==> src/verilog/mmd_map.svh <==
`ifndef MMD_MAP_SVH
`define MMD_MAP_SVH

// message kinds (upper status nibble)
`define MMD_KIND_CTRL      4'hB
`define MMD_KIND_PROG      4'hC
`define MMD_KIND_CHPRESS   4'hD

// system bytes
`define MMD_SX_START       8'hF0
`define MMD_SX_END         8'hF7
`define MMD_RT_MIN         8'hF8
`define MMD_RT_RESET       8'hFF
`define MMD_NO_STATUS      8'h00

// controller numbers
`define MMD_CC_DATA        7'h06
`define MMD_CC_RPN_LSB     7'h64
`define MMD_CC_RPN_MSB     7'h65
`define MMD_CC_LOCAL       7'h7A
`define MMD_CC_NOTES_OFF   7'h7B

// registered parameter selections
`define MMD_RPN_MSB_VAL    7'h00
`define MMD_RPN_BEND       7'h00
`define MMD_RPN_FINE       7'h01
`define MMD_RPN_COARSE     7'h02
`define MMD_RPN_NULL       7'h7F

// values written by the block
`define MMD_DETUNE_NORMAL  7'h00
`define MMD_ZERO7          7'h00
`define MMD_LAST_LAYER     2'h3
`define MMD_GM_BANK        3'h3

// sizes
`define MMD_CHANNELS       16
`define MMD_FIFO_DEPTH     8
`define MMD_BYTE_W         8

// transmit sequencing
`define MMD_TX_IDLE        2'h0
`define MMD_TX_STAT        2'h1
`define MMD_TX_DATA        2'h2
`define MMD_TX_STATUS_PC   4'hC

`endif

==> src/verilog/mmd_pkg.sv <==
package mmd_pkg;

    typedef enum logic [1:0] {
        MMD_PRM_BEND_RANGE = 2'b00,
        MMD_PRM_DET_AMOUNT = 2'b01,
        MMD_PRM_DET_TYPE   = 2'b10,
        MMD_PRM_SEMITONE   = 2'b11
    } mmd_prm_id_t;

    typedef enum logic [0:0] {
        MMD_ST_PARSE = 1'b0,
        MMD_ST_WRITE = 1'b1
    } mmd_state_t;

    typedef struct packed {
        logic [3:0]  slot;
        logic [1:0]  layer;
        mmd_prm_id_t id;
        logic [6:0]  val;
    } mmd_prm_t;

    typedef struct packed {
        logic [3:0] kind;
        logic [3:0] chan;
        logic [6:0] d1;
        logic [6:0] d2;
    } mmd_ev_t;

    typedef struct packed {
        logic [3:0] chan;
        logic [2:0] bank;
        logic [6:0] num;
        logic       gm;
    } mmd_pc_t;

endpackage : mmd_pkg

==> src/verilog/mmd_fifo.sv <==
`timescale 1ns/10ps
module mmd_fifo #(
    parameter int W = 8,
    parameter int D = 8
) (
    // clock and reset
    input  wire logic         ref_clk,
    input  wire logic         rst_n,
    // fill side
    input  wire logic         in_valid,
    output logic              in_ready,
    input  wire logic [W-1:0] in_data,
    // drain side
    output logic              out_valid,
    input  wire logic         out_ready,
    output logic [W-1:0]      out_data
);
    localparam int AW = (D > 1) ? $clog2(D) : 1;
    localparam int CW = $clog2(D + 1);
    localparam logic [CW-1:0] FULL = CW'(D);
    localparam logic [AW-1:0] LAST = AW'(D - 1);

    logic [W-1:0]  mem [D];
    logic [AW-1:0] wr_q;
    logic [AW-1:0] rd_q;
    logic [CW-1:0] cnt_q;
    logic [CW-1:0] cnt_d;

    function automatic logic [AW-1:0] nxt(input logic [AW-1:0] p);
        nxt = (p == LAST) ? '0 : AW'(p + 1'b1);
    endfunction : nxt

    wire push = in_valid & in_ready;
    wire pop  = out_valid & out_ready;

    assign out_valid = (cnt_q != '0);
    assign out_data  = mem[rd_q];
    assign cnt_d     = push & ~pop ? CW'(cnt_q + 1'b1) :
                       pop & ~push ? CW'(cnt_q - 1'b1) : cnt_q;

    always_ff @(posedge ref_clk) begin
        if (push) begin
            mem[wr_q] <= in_data;
        end
    end

    always_ff @(posedge ref_clk or negedge rst_n) begin
        if (!rst_n) begin
            wr_q     <= '0;
            rd_q     <= '0;
            cnt_q    <= '0;
            in_ready <= 1'b1;
        end else begin
            if (push) wr_q <= nxt(wr_q);
            if (pop)  rd_q <= nxt(rd_q);
            cnt_q    <= cnt_d;
            in_ready <= (cnt_d != FULL);
        end
    end

endmodule : mmd_fifo

==> src/verilog/mmd_dispatcher.sv <==
`timescale 1ns/10ps
`include "mmd_map.svh"

module mmd_dispatcher #(
    parameter logic [6:0] MODEL_ID = 7'h5A,  // arbitrary value
    parameter int         DEPTH    = `MMD_FIFO_DEPTH
) (
    // clock and reset
    input  wire logic                    ref_clk,
    input  wire logic                    rst_n,
    // received byte stream
    input  wire logic                    rx_valid,
    input  wire logic [7:0]              rx_data,
    output logic                         rx_ready,
    // configuration
    input  wire logic                    multi_mode,
    input  wire logic                    gm_enable,
    input  wire logic [2:0]              cur_bank,
    input  wire logic [3:0]              sel_chan,
    input  wire logic                    pc_tx_en,
    input  wire logic                    edited_clr,
    // program parameter writes
    output logic                         prm_valid,
    output mmd_pkg::mmd_prm_t            prm_data,
    input  wire logic                    prm_ready,
    // channel events to the engine
    output logic                         ev_valid,
    output mmd_pkg::mmd_ev_t             ev_data,
    output logic                         pc_valid,
    output mmd_pkg::mmd_pc_t             pc_data,
    output logic                         notes_off,
    // exclusive payload
    output logic                         sx_valid,
    output logic [7:0]                   sx_byte,
    output logic                         sx_last,
    // program change transmit
    input  wire logic                    tx_req,
    input  wire logic [3:0]              tx_chan,
    input  wire logic [6:0]              tx_num,
    output logic                         tx_valid,
    output logic [7:0]                   tx_byte,
    input  wire logic                    tx_ready,
    // status
    output logic                         edited
);
    mmd_pkg::mmd_state_t st_q;
    logic [7:0]          run_q;
    logic [6:0]          d1_q;
    logic                have_d1_q;
    logic                sx_on_q;
    logic                sx_hdr_q;
    logic                sx_ok_q;
    logic [6:0]          rpn_msb_q [`MMD_CHANNELS];
    logic [6:0]          rpn_lsb_q [`MMD_CHANNELS];
    logic [1:0]          tx_ph_q;
    logic [6:0]          tx_num_q;

    logic                f_valid;
    logic                f_ready;
    logic [7:0]          b;

    mmd_fifo #(
        .W (`MMD_BYTE_W),
        .D (DEPTH)
    ) u_fifo (
        .ref_clk   (ref_clk),
        .rst_n     (rst_n),
        .in_valid  (rx_valid),
        .in_ready  (rx_ready),
        .in_data   (rx_data),
        .out_valid (f_valid),
        .out_ready (f_ready),
        .out_data  (b)
    );

    function automatic logic two_data(input logic [3:0] k);
        two_data = (k != `MMD_KIND_PROG) && (k != `MMD_KIND_CHPRESS);
    endfunction : two_data

    function automatic mmd_pkg::mmd_prm_id_t prm_of(input logic [6:0] sel);
        case (sel)
            `MMD_RPN_BEND:   prm_of = mmd_pkg::MMD_PRM_BEND_RANGE;
            `MMD_RPN_FINE:   prm_of = mmd_pkg::MMD_PRM_DET_AMOUNT;
            default:         prm_of = mmd_pkg::MMD_PRM_SEMITONE;
        endcase
    endfunction : prm_of

    // byte classification
    wire       take     = f_valid & f_ready;
    wire       is_stat  = b[7];
    wire       is_rt    = (b >= `MMD_RT_MIN);
    wire [3:0] kind     = run_q[7:4];
    wire [3:0] chan     = run_q[3:0];
    wire       in_voice = run_q[7] & (kind != 4'hF);
    wire       need2    = two_data(kind);
    wire       dat      = take & ~is_stat;
    wire       sx_dat   = dat & sx_on_q;
    wire       ch_dat   = dat & ~sx_on_q & in_voice;
    wire       msg_done = ch_dat & (~need2 | have_d1_q);
    wire [6:0] m_d1     = need2 ? d1_q : b[6:0];
    wire [6:0] m_d2     = need2 ? b[6:0] : `MMD_ZERO7;

    // controller decode of a completed message
    wire       is_cc    = msg_done & (kind == `MMD_KIND_CTRL);
    wire       cc_msb   = is_cc & (m_d1 == `MMD_CC_RPN_MSB);
    wire       cc_lsb   = is_cc & (m_d1 == `MMD_CC_RPN_LSB);
    wire       cc_data  = is_cc & (m_d1 == `MMD_CC_DATA);
    wire       cc_local = is_cc & (m_d1 == `MMD_CC_LOCAL);
    wire       cc_ano   = is_cc & (m_d1 == `MMD_CC_NOTES_OFF) & (m_d2 == `MMD_ZERO7);
    wire       cc_own   = cc_msb | cc_lsb | cc_data | cc_local | cc_ano;
    wire       sel_ok   = (rpn_msb_q[chan] == `MMD_RPN_MSB_VAL) &&
                          (rpn_lsb_q[chan] <= `MMD_RPN_COARSE);
    wire       rpn_gate = multi_mode & gm_enable;
    wire       rpn_go   = cc_data & sel_ok & rpn_gate;
    wire       rt_reset = take & (b == `MMD_RT_RESET);
    wire       is_pc    = msg_done & (kind == `MMD_KIND_PROG);

    // exclusive framing
    wire       sx_begin = take & (b == `MMD_SX_START);
    wire       sx_close = take & (b == `MMD_SX_END) & sx_on_q;
    wire       sx_match = sx_dat & sx_hdr_q & (b[6:0] == MODEL_ID);
    wire       sx_pass  = sx_dat & (sx_ok_q | sx_match);

    // parameter write sequencing
    wire       wr_acc   = prm_valid & prm_ready;
    wire       wr_last  = wr_acc & (prm_data.layer == `MMD_LAST_LAYER);
    wire       to_type  = wr_last & (prm_data.id == mmd_pkg::MMD_PRM_DET_AMOUNT);
    wire       wr_done  = wr_last & ~to_type;

    // parser stalls the fifo while parameter writes are pending
    assign f_ready = (st_q == mmd_pkg::MMD_ST_PARSE);

    always_ff @(posedge ref_clk or negedge rst_n) begin
        if (!rst_n) begin
            st_q <= mmd_pkg::MMD_ST_PARSE;
        end else begin
            case (st_q)
                mmd_pkg::MMD_ST_PARSE: if (rpn_go) st_q <= mmd_pkg::MMD_ST_WRITE;
                mmd_pkg::MMD_ST_WRITE: if (wr_done) st_q <= mmd_pkg::MMD_ST_PARSE;
                default:               st_q <= mmd_pkg::MMD_ST_PARSE;
            endcase
        end
    end

    // running status and first data byte
    always_ff @(posedge ref_clk or negedge rst_n) begin
        if (!rst_n) begin
            run_q     <= `MMD_NO_STATUS;
            d1_q      <= `MMD_ZERO7;
            have_d1_q <= 1'b0;
        end else if (take & is_stat & ~is_rt) begin
            run_q     <= (b < `MMD_SX_START) ? b : `MMD_NO_STATUS;
            have_d1_q <= 1'b0;
        end else if (ch_dat) begin
            d1_q      <= b[6:0];
            have_d1_q <= need2 & ~have_d1_q;
        end
    end

    // exclusive state
    always_ff @(posedge ref_clk or negedge rst_n) begin
        if (!rst_n) begin
            sx_on_q  <= 1'b0;
            sx_hdr_q <= 1'b0;
            sx_ok_q  <= 1'b0;
        end else if (take & is_stat & ~is_rt) begin
            sx_on_q  <= sx_begin;
            sx_hdr_q <= sx_begin;
            sx_ok_q  <= 1'b0;
        end else if (sx_dat) begin
            sx_hdr_q <= 1'b0;
            sx_ok_q  <= sx_ok_q | sx_match;
        end
    end

    always_ff @(posedge ref_clk or negedge rst_n) begin
        if (!rst_n) begin
            sx_valid <= 1'b0;
            sx_byte  <= 8'h00;
            sx_last  <= 1'b0;
        end else begin
            sx_valid <= sx_pass | (sx_close & sx_ok_q);
            sx_last  <= sx_close & sx_ok_q;
            if (sx_pass | sx_close) sx_byte <= b;
        end
    end

    // per-channel parameter selection
    always_ff @(posedge ref_clk or negedge rst_n) begin
        if (!rst_n) begin
            for (int i = 0; i < `MMD_CHANNELS; i++) begin
                rpn_msb_q[i] <= `MMD_RPN_NULL;
                rpn_lsb_q[i] <= `MMD_RPN_NULL;
            end
        end else begin
            if (cc_msb) rpn_msb_q[chan] <= m_d2;
            if (cc_lsb) rpn_lsb_q[chan] <= m_d2;
        end
    end

    // parameter writes go only to the engine port; no display refresh path
    always_ff @(posedge ref_clk or negedge rst_n) begin
        if (!rst_n) begin
            prm_valid <= 1'b0;
            prm_data  <= '0;
        end else if (rpn_go) begin
            prm_valid      <= 1'b1;
            prm_data.slot  <= chan;
            prm_data.layer <= 2'h0;
            prm_data.id    <= prm_of(rpn_lsb_q[chan]);
            prm_data.val   <= m_d2;
        end else if (to_type) begin
            prm_data.layer <= 2'h0;
            prm_data.id    <= mmd_pkg::MMD_PRM_DET_TYPE;
            prm_data.val   <= `MMD_DETUNE_NORMAL;
        end else if (wr_done) begin
            prm_valid <= 1'b0;
        end else if (wr_acc) begin
            prm_data.layer <= prm_data.layer + 2'h1;
        end
    end

    // modified indicator; a set in the same cycle beats the clear
    wire ed_set = rpn_go & (chan == sel_chan);

    always_ff @(posedge ref_clk or negedge rst_n) begin
        if (!rst_n) begin
            edited <= 1'b0;
        end else begin
            edited <= ed_set | (edited & ~edited_clr);
        end
    end

    // channel events, program change and notes off
    always_ff @(posedge ref_clk or negedge rst_n) begin
        if (!rst_n) begin
            ev_valid  <= 1'b0;
            ev_data   <= '0;
            notes_off <= 1'b0;
        end else begin
            ev_valid  <= msg_done & ~is_pc & ~(is_cc & cc_own);
            notes_off <= cc_local | cc_ano | rt_reset;
            if (msg_done) begin
                ev_data.kind <= kind;
                ev_data.chan <= chan;
                ev_data.d1   <= m_d1;
                ev_data.d2   <= m_d2;
            end
        end
    end

    always_ff @(posedge ref_clk or negedge rst_n) begin
        if (!rst_n) begin
            pc_valid <= 1'b0;
            pc_data  <= '0;
        end else begin
            pc_valid <= is_pc;
            if (is_pc) begin
                pc_data.chan <= chan;
                pc_data.bank <= cur_bank;
                pc_data.num  <= m_d1;
                pc_data.gm   <= (cur_bank == `MMD_GM_BANK);
            end
        end
    end

    // program change transmit, only when the option is on
    wire tx_start = tx_req & pc_tx_en & (tx_ph_q == `MMD_TX_IDLE);
    wire tx_acc   = tx_valid & tx_ready;

    always_ff @(posedge ref_clk or negedge rst_n) begin
        if (!rst_n) begin
            tx_ph_q  <= `MMD_TX_IDLE;
            tx_valid <= 1'b0;
            tx_byte  <= 8'h00;
            tx_num_q <= `MMD_ZERO7;
        end else if (tx_start) begin
            tx_ph_q  <= `MMD_TX_STAT;
            tx_valid <= 1'b1;
            tx_byte  <= {`MMD_TX_STATUS_PC, tx_chan};
            tx_num_q <= tx_num;
        end else if (tx_acc & (tx_ph_q == `MMD_TX_STAT)) begin
            tx_ph_q  <= `MMD_TX_DATA;
            tx_byte  <= {1'b0, tx_num_q};
        end else if (tx_acc) begin
            tx_ph_q  <= `MMD_TX_IDLE;
            tx_valid <= 1'b0;
        end
    end

endmodule : mmd_dispatcher

==> config.mk <==
export PLATFORM = sky130hd
export DESIGN_NAME = mmd_dispatcher
export DESIGN_NICKNAME = d
export VERILOG_FILES = /design/src/verilog/mmd_pkg.sv /design/src/verilog/mmd_fifo.sv /design/src/verilog/mmd_dispatcher.sv
export VERILOG_INCLUDE_DIRS = /design/src /design/src/verilog
export SDC_FILE = /design/constraint.sdc
export NUM_CORES = 1
export LEC_CHECK = 0
export BUFFER_PORTS_ARGS = -buffer_cell sky130_fd_sc_hd__buf_4
export CAP_MARGIN = 20
export CORE_MARGIN = 2
export CORE_UTILIZATION = 45
export CTS_BUF_LIST = sky130_fd_sc_hd__clkbuf_2
export DETAILED_ROUTE_END_ITERATION = 12
export HOLD_SLACK_MARGIN = 0.15
export PLACE_DENSITY = 0.66
export SYNTH_ARGS = -nofsm -noshare
export SYNTH_HDL_FRONTEND = slang
export SYNTH_HIERARCHICAL = 1
export SYNTH_SLANG_ARGS = --single-unit
==> constraint.sdc <==
create_clock -name ref_clk -period 4.5 [get_ports ref_clk]
set_input_delay 0.45 -clock ref_clk [delete_from_list [all_inputs] [get_ports ref_clk]]
set_output_delay 0.45 -clock ref_clk [all_outputs]
set_load 0.01 [all_outputs]
Yosys cells after proc, flatten, opt, wreduce, memory -nomap -nowiden:

Memory sizes are Yosys's and may differ from the RTL's.
Cells that the tools add are included.

* register bits after elaboration: 340
* latch bits: 0
* memory bits (writable): 64
* ROM bits: 0
* output and inout bits: 77
* memories: 1

Memories
* u_fifo.mem: depth 8, width 8, rd ports 1, clocked after Yosys merged registers in 0, write ports 1, line mmd_fifo.sv:23 `logic [W-1:0] mem [D];`

* $add $sub $neg: 5
* multiply operators: 0
* div/mod/pow operators: 0
* $lt $le $gt $ge: 5
* equality and inequality tests: 26
* shifts and indexed selects: 0
* muxes and demuxes: 45
* bitwise gates (word level): 70
* reduce and logical (&&, ||, !) cells: 20

Operators by type and width (number)
* 112-bit bitwise mux: 2
* 7-bit binary-select mux with 4-bit select: 2
* 7-bit 2-to-1 mux: 7
* 1-bit AND: 45
* 7-bit == test, second input constant: 5
* 7-bit demux with 4-bit select: 1
* 8-bit == test, second input constant: 3
* 8-bit 2-to-1 mux: 3
* 7-bit logical NOT: 3
* 1-bit 2-to-1 mux: 16
* 4-bit inequality test, second input constant: 4
* 1-bit inverter: 13
* 2-bit 2-to-1 mux: 6
* 2-bit nonzero test: 6
* 11-bit 2-to-1 mux: 1
* 1-bit bitwise OR: 11
* 9-bit 2-to-1 mux: 1
* 4-bit == test, second input constant: 2
* 8-bit greater-or-equal comparator, second input constant: 1
* 8-bit less-than comparator, second input constant: 1
* 4-bit 2-to-1 mux: 2
* 2-bit AND reduction: 4
* 7-bit by 1-bit == test with 1-bit output, second input constant: 1
* 7-bit by 3-bit == test with 1-bit output, second input constant: 1
* 22 further kinds: 30

Longest topological paths before layout:

* depth in word-level cells: 15
* mapped depth: 13
* gate-level depth less buffers: 11

Cells and area by module:

The synthesis kept the hierarchy.

By module, submodules not included
* mmd_dispatcher: instances 1, cells an instance 1410, area each 14498.9 um^2
* mmd_fifo: instances 1, cells an instance 167, area each 3098.0 um^2

Worst setup path before layout:

Ideal clock, no wire load.

* path kind: flip-flop to flip-flop
* from: register u_fifo.rd_q[0]
* to: register prm_data[0] (netlist name)
* library setup time: 0.132 ns
* data arrival time: 3.723 ns
* required time: 4.368 ns
* setup slack: 0.645 ns
* cell stages (with the launch flop): 13
* buffers on the path: 3
* clock period less this slack: 3.855 ns
* cell sequence: dfrtp_1 > buf_2 > buf_2 > mux4_2 > mux2_2 > buf_6 > or4_4 > or4_4 > a2111oi_4 > o211ai_2 > nor4_4 > nand3b_1 > o21ai_1

* elaborated cells between the ends (all ways): 15

RTL lines
* from (decl): line mmd_fifo.sv:25 `logic [AW-1:0] rd_q;`
* from (signal assigned): line mmd_fifo.sv:55 `if (pop) rd_q <= nxt(rd_q);`
* memory 8 x 8 bit (*)
* via b[5]: line mmd_dispatcher.sv:60 `logic [7:0] b;`
* 7-bit 2-to-1 mux (*): line mmd_dispatcher.sv:100 `wire [6:0] m_d1 = need2 ? d1_q : b[6:0];`
* 7-bit by 3-bit == test with 1-bit output (no source line) (*)
* 1-bit AND (*): line mmd_dispatcher.sv:107 `` wire cc_data = is_cc & (m_d1 == `MMD_CC_DATA); ``
* 1-bit AND (*) (2 in a row): line mmd_dispatcher.sv:114 `wire rpn_go = cc_data & sel_ok & rpn_gate;`
* 11-bit 2-to-1 mux or 2-bit nonzero test (tied branches)
* to (decl): line mmd_dispatcher.sv:24 `output mmd_pkg::mmd_prm_t prm_data,`

The timed path passes the listed nets; every way through them passes the cells marked *.
A chain may end at the register's enable or synchronous reset.

Worst setup path after layout:

* from: register u_fifo.rd_q[1]
* to: register edited

* longest elaborated chain between the ends: 12
* elaborated cells between the ends (all ways): 14

Ends and longest elaborated chain
* memory 8 x 8 bit
* via b[7]: line mmd_dispatcher.sv:60
* 1-bit inverter: line mmd_dispatcher.sv:96 `wire dat = take & ~is_stat;`
* 1-bit AND: line mmd_dispatcher.sv:96
* 1-bit AND (2 in a row): line mmd_dispatcher.sv:98 `wire ch_dat = dat & ~sx_on_q & in_voice;`
* 1-bit AND: line mmd_dispatcher.sv:99 `wire msg_done = ch_dat & (~need2 | have_d1_q);`
* 1-bit AND: line mmd_dispatcher.sv:104 `` wire is_cc = msg_done & (kind == `MMD_KIND_CTRL); ``
* 1-bit AND: line mmd_dispatcher.sv:107
* 1-bit AND (2 in a row): line mmd_dispatcher.sv:114
* 1-bit AND: line mmd_dispatcher.sv:224 `wire ed_set = rpn_go & (chan == sel_chan);`
* 1-bit bitwise OR: line mmd_dispatcher.sv:230 `edited <= ed_set | (edited & ~edited_clr);`
* to (signal assigned): line mmd_dispatcher.sv:230
* to (decl): line mmd_dispatcher.sv:44 `output logic edited`

The timed path passes the listed nets, and every way through them passes these cells.

==> results.py <==
metrics = {
    "synth": {
        "yosys-top-cells-area": "dfstp_2 (34%), dfrtp_1 (16%), edfxtp_1 (11%)",
        "synthFlopType": "dfstp_2",
        "synth_top_area_cell": "dfstp_2",
        "synthMuxAreaShare_pct": 7.76,
        "ys_seq_elements": 404,
        "synth_edf_count": 64,
        "synth_most_common_cell": "nand2_1",
        "avgSynthCellArea_sq_um": 11.2,
        "synthDominantCellAreaShare_pct": 33.6,
        "synth.yosys.seq_area_share_pct": 60.9,
        "syn_nets": 1620,
        "synth_top_family_by_area": "simple AND/OR/NAND/NOR gates",
        "synth_common_cells": "nand2_1 (327), o21ai_0 (260), dfstp_2 (225), dfrtp_1 (115), clkbuf_1 (78)",
        "yosysUniqueCellTypes": 88,
        "synth-compound-area-share_pct": 12.2,
        "synthSimpleGateAreaFrac_pct": 15.2,
        "synthArstFlopShare_pct": 84.2,
        "yosys.area_share.adder_pct": 0.498,
        "synth_warnings": 6,
        "synthCells": 1577,
        "syn_area_sq_um": 17600,
        "synth_xor_area_share_pct": 0.299,
    },
    "layout": {
        "nets": 1845,
        "drive_above_1_share_pct": 34.4,
        "layout.cells.non_filler": 2405,
        "stdcell_area_sq_um": 20700,
        "finish.utilization_pct": 53.6,
        "areaGrowthSynthToFinish_pct": 17.8,
    },
    "timing": {
        "skew_ns": 0.132,
        "slew_violations": 0,
        "fin_crit_ns": 4.23,
        "setup_viol_count_final": 0,
        "rsz0062_at_grt": "no",
        "tightest_slew_ns": 0.876,
        "finalSetupTns_ns": 0,
        "fin_crit_sh_pct": 94.0,
        "hold_viol": 0,
        "slew_headroom_pct": 41.4,
        "fmax_mhz": 237,
    },
    "critical_path": {
        "start_kind": "flop",
        "required_ns": 5.46,
        "endpoint_kind": "flop",
        "critPathMaxFanout": 18,
        "crit_arrival_ns": 5.19,
        "timing_worst_setup_path_type": "reg -> reg",
    },
    "power_and_ir_drop": {
        "p_total_mw": 11.5,
        "p_leak_nw": 8.39,
        "ir_drop_mv": 0.471,
        "p_per_area_nw_per_um2": 556,
    },
    "detailed_routing": {
        "drt-initial-drc-count": 769,
        "dr.pass1.iters": 5,
        "viasPerCell": 5.40,
        "drc": 0,
        "drtAntennaViolNets": 0,
        "wl_met3_um": 2320,
        "num_vias": 13000,
        "wl_met2_um": 21500,
        "wl_met1_um": 19300,
        "wl_per_cell_um": 18.5,
        "top_layer_used": "met4",
        "wl_um": 44500,
    },
    "place": {
        "place_congestion": 0.836,
        "placed_cells": 2145,
        "io_buffers": 112,
        "dp_hpwl_um": 27700,
        "dpl_cell_area_sq_um": 19000,
    },
    "flow_run": {
        "drv_cap": 0,
    },
    "clock_network": {
        "cts.clk_slew.worst_paths_ns": 0.12,
        "clk_path_buf_depth": 3,
        "cts_sinks": 404,
        "clock_latency_ns": 1.07,
        "cts_buffers": 102,
        "cts_tree": "yes",
        "cts_root_buffer": "clkbuf_2",
        "ctsResizeCount": 0,
        "cts_htree_levels": 3,
    },
    "global_routing": {
        "grt_antenna_before_repair": 2,
        "grt_use_total_pct": 22.2,
        "grt_pass1_wl_um": 71200,
        "grt_pass1_vias": 13200,
        "overflow": 0,
        "grt_start_max_net_pins": 100,
    },
    "die": {
        "die_x_um": 202,
        "io_pins": 113,
        "start_util_pct": 45.5,
        "die_area_sq_um": 40700,
        "die_h_um": 202,
        "rows": 72,
        "core-area_sq_um": 38600,
    },
    "hold_path": {
        "hold_class": "in -> reg",
    },
    "outcome": {
        "status": "completed",
    },
}
==> per-stage QoR <==
| stage | worst slack, ns | hold slack, ns |
|---|---|---|
| after floorplan | 0.645 | 0.154 |
| after global placement | 0.540 | 0.456 |
| after detailed placement | 0.443 | 0.456 |
| after CTS | 0.344 | 0.192 |
| after global routing | 0.0843 | 0.212 |
| final | 0.272 | 0.243 |
==> cells by family (layout without fill, tap and decap cells) <==
family	count (synthesis)	after routing
AO/OA/AOI/OAI	374	374
XOR/XNOR	6	6
adder cells (fa/ha/maj)	7	7
buffers and inverters	124	429
flip-flops	404	404
multiplexers	88	88
other	0	5
AND/OR/NAND/NOR	574	574
==> cells in the final DEF (no fill, tap or decap), drive strengths merged, types with 10 or more instances in the layout <==
cell type    netlist  final
mux2              35     35
o21ai            274    274
nand3             39     39
nor4              14     14
edfxtp            64     64
nand3b            12     12
nor2              54     54
mux2i             18     18
nor3              46     46
buf               27    160
clkinv             1     24
a22o              10     10
a21oi             18     18
dfstp            225    225
clkbuf            82    154
dfrtp            115    115
a211oi            14     14
nor3b             12     12
nand2            327    327
dlygate4sd3        0     70
mux4              35     35
inv               14     16
==> worst max-delay path, cell delays in order, from the launching register on <==
cell           delay (ns)
dfrtp_1              0.84
mux4_2               0.40
mux2_2               0.32
nor3b_2              0.32
and2_0               0.28
and2_1               0.28
nand4b_1             0.27
and4bb_2             0.42
nand4_2              0.11
buf_4                0.21
o22ai_1              0.12
dlygate4sd3_1        0.56
==> power breakdown <==
part / leakage [nW] / internal, mW / switching [mW]
logic: 3.26 / 1.62 / 2.64
registers: 4.37 / 4.16 / 0.471
clock network: 0.755 / 1.15 / 1.50
==> path summary, 6_finish.rpt <==
path,start,endpoint,slack [ns],depth (start not counted)
worst max-delay path,u_fifo/rd_q[1],edited,0.27,11
worst min-delay path,tx_ready,tx_ph_q[1],0.24,5
worst max register to register,u_fifo/rd_q[1],edited,0.27,11
worst min register to register,rpn_msb_q[43],rpn_msb_q[43],0.47,2
max in group asynchronous,rst_n,rpn_msb_q[38],2.94,4
min in group asynchronous,rst_n,run_q[4],0.63,3
==> sequential cells by signal (all words and copies together), names as in the netlist, 8 cells and up <==
register / cells
rpn_lsb_q: 112
rpn_msb_q: 112
u_fifo/mem: 64
ev_data: 22
pc_data: 15
prm_data: 15
run_q: 8
sx_byte: 8
tx_byte: 8
==> per-layer routing <==
metal	GRT usage (%)	vias to the layer above
met3	4.55	110
met1	29.1	6377
li1	-	6127
met2	36.3	364
met4	8.72	0
met5	0	-
==> what timing repair did <==
item	in CTS	in global routing
buffers inserted	0	0
hold endpoints to repair	247	0
hold buffers	71	0
==> layout make-up <==
cell class	count	area [sq um]
Tap cell	518	648
Sequential cell	404	10700
Antenna cell	5	12.5
Timing Repair Buffer	230	1940
Clock inverter	30	238
Clock buffer	154	771
Fill cell	3366	17900
Inverter	15	56.3
Multi-Input combinational cell	1049	6340
(Power assumes the default switching activity.)
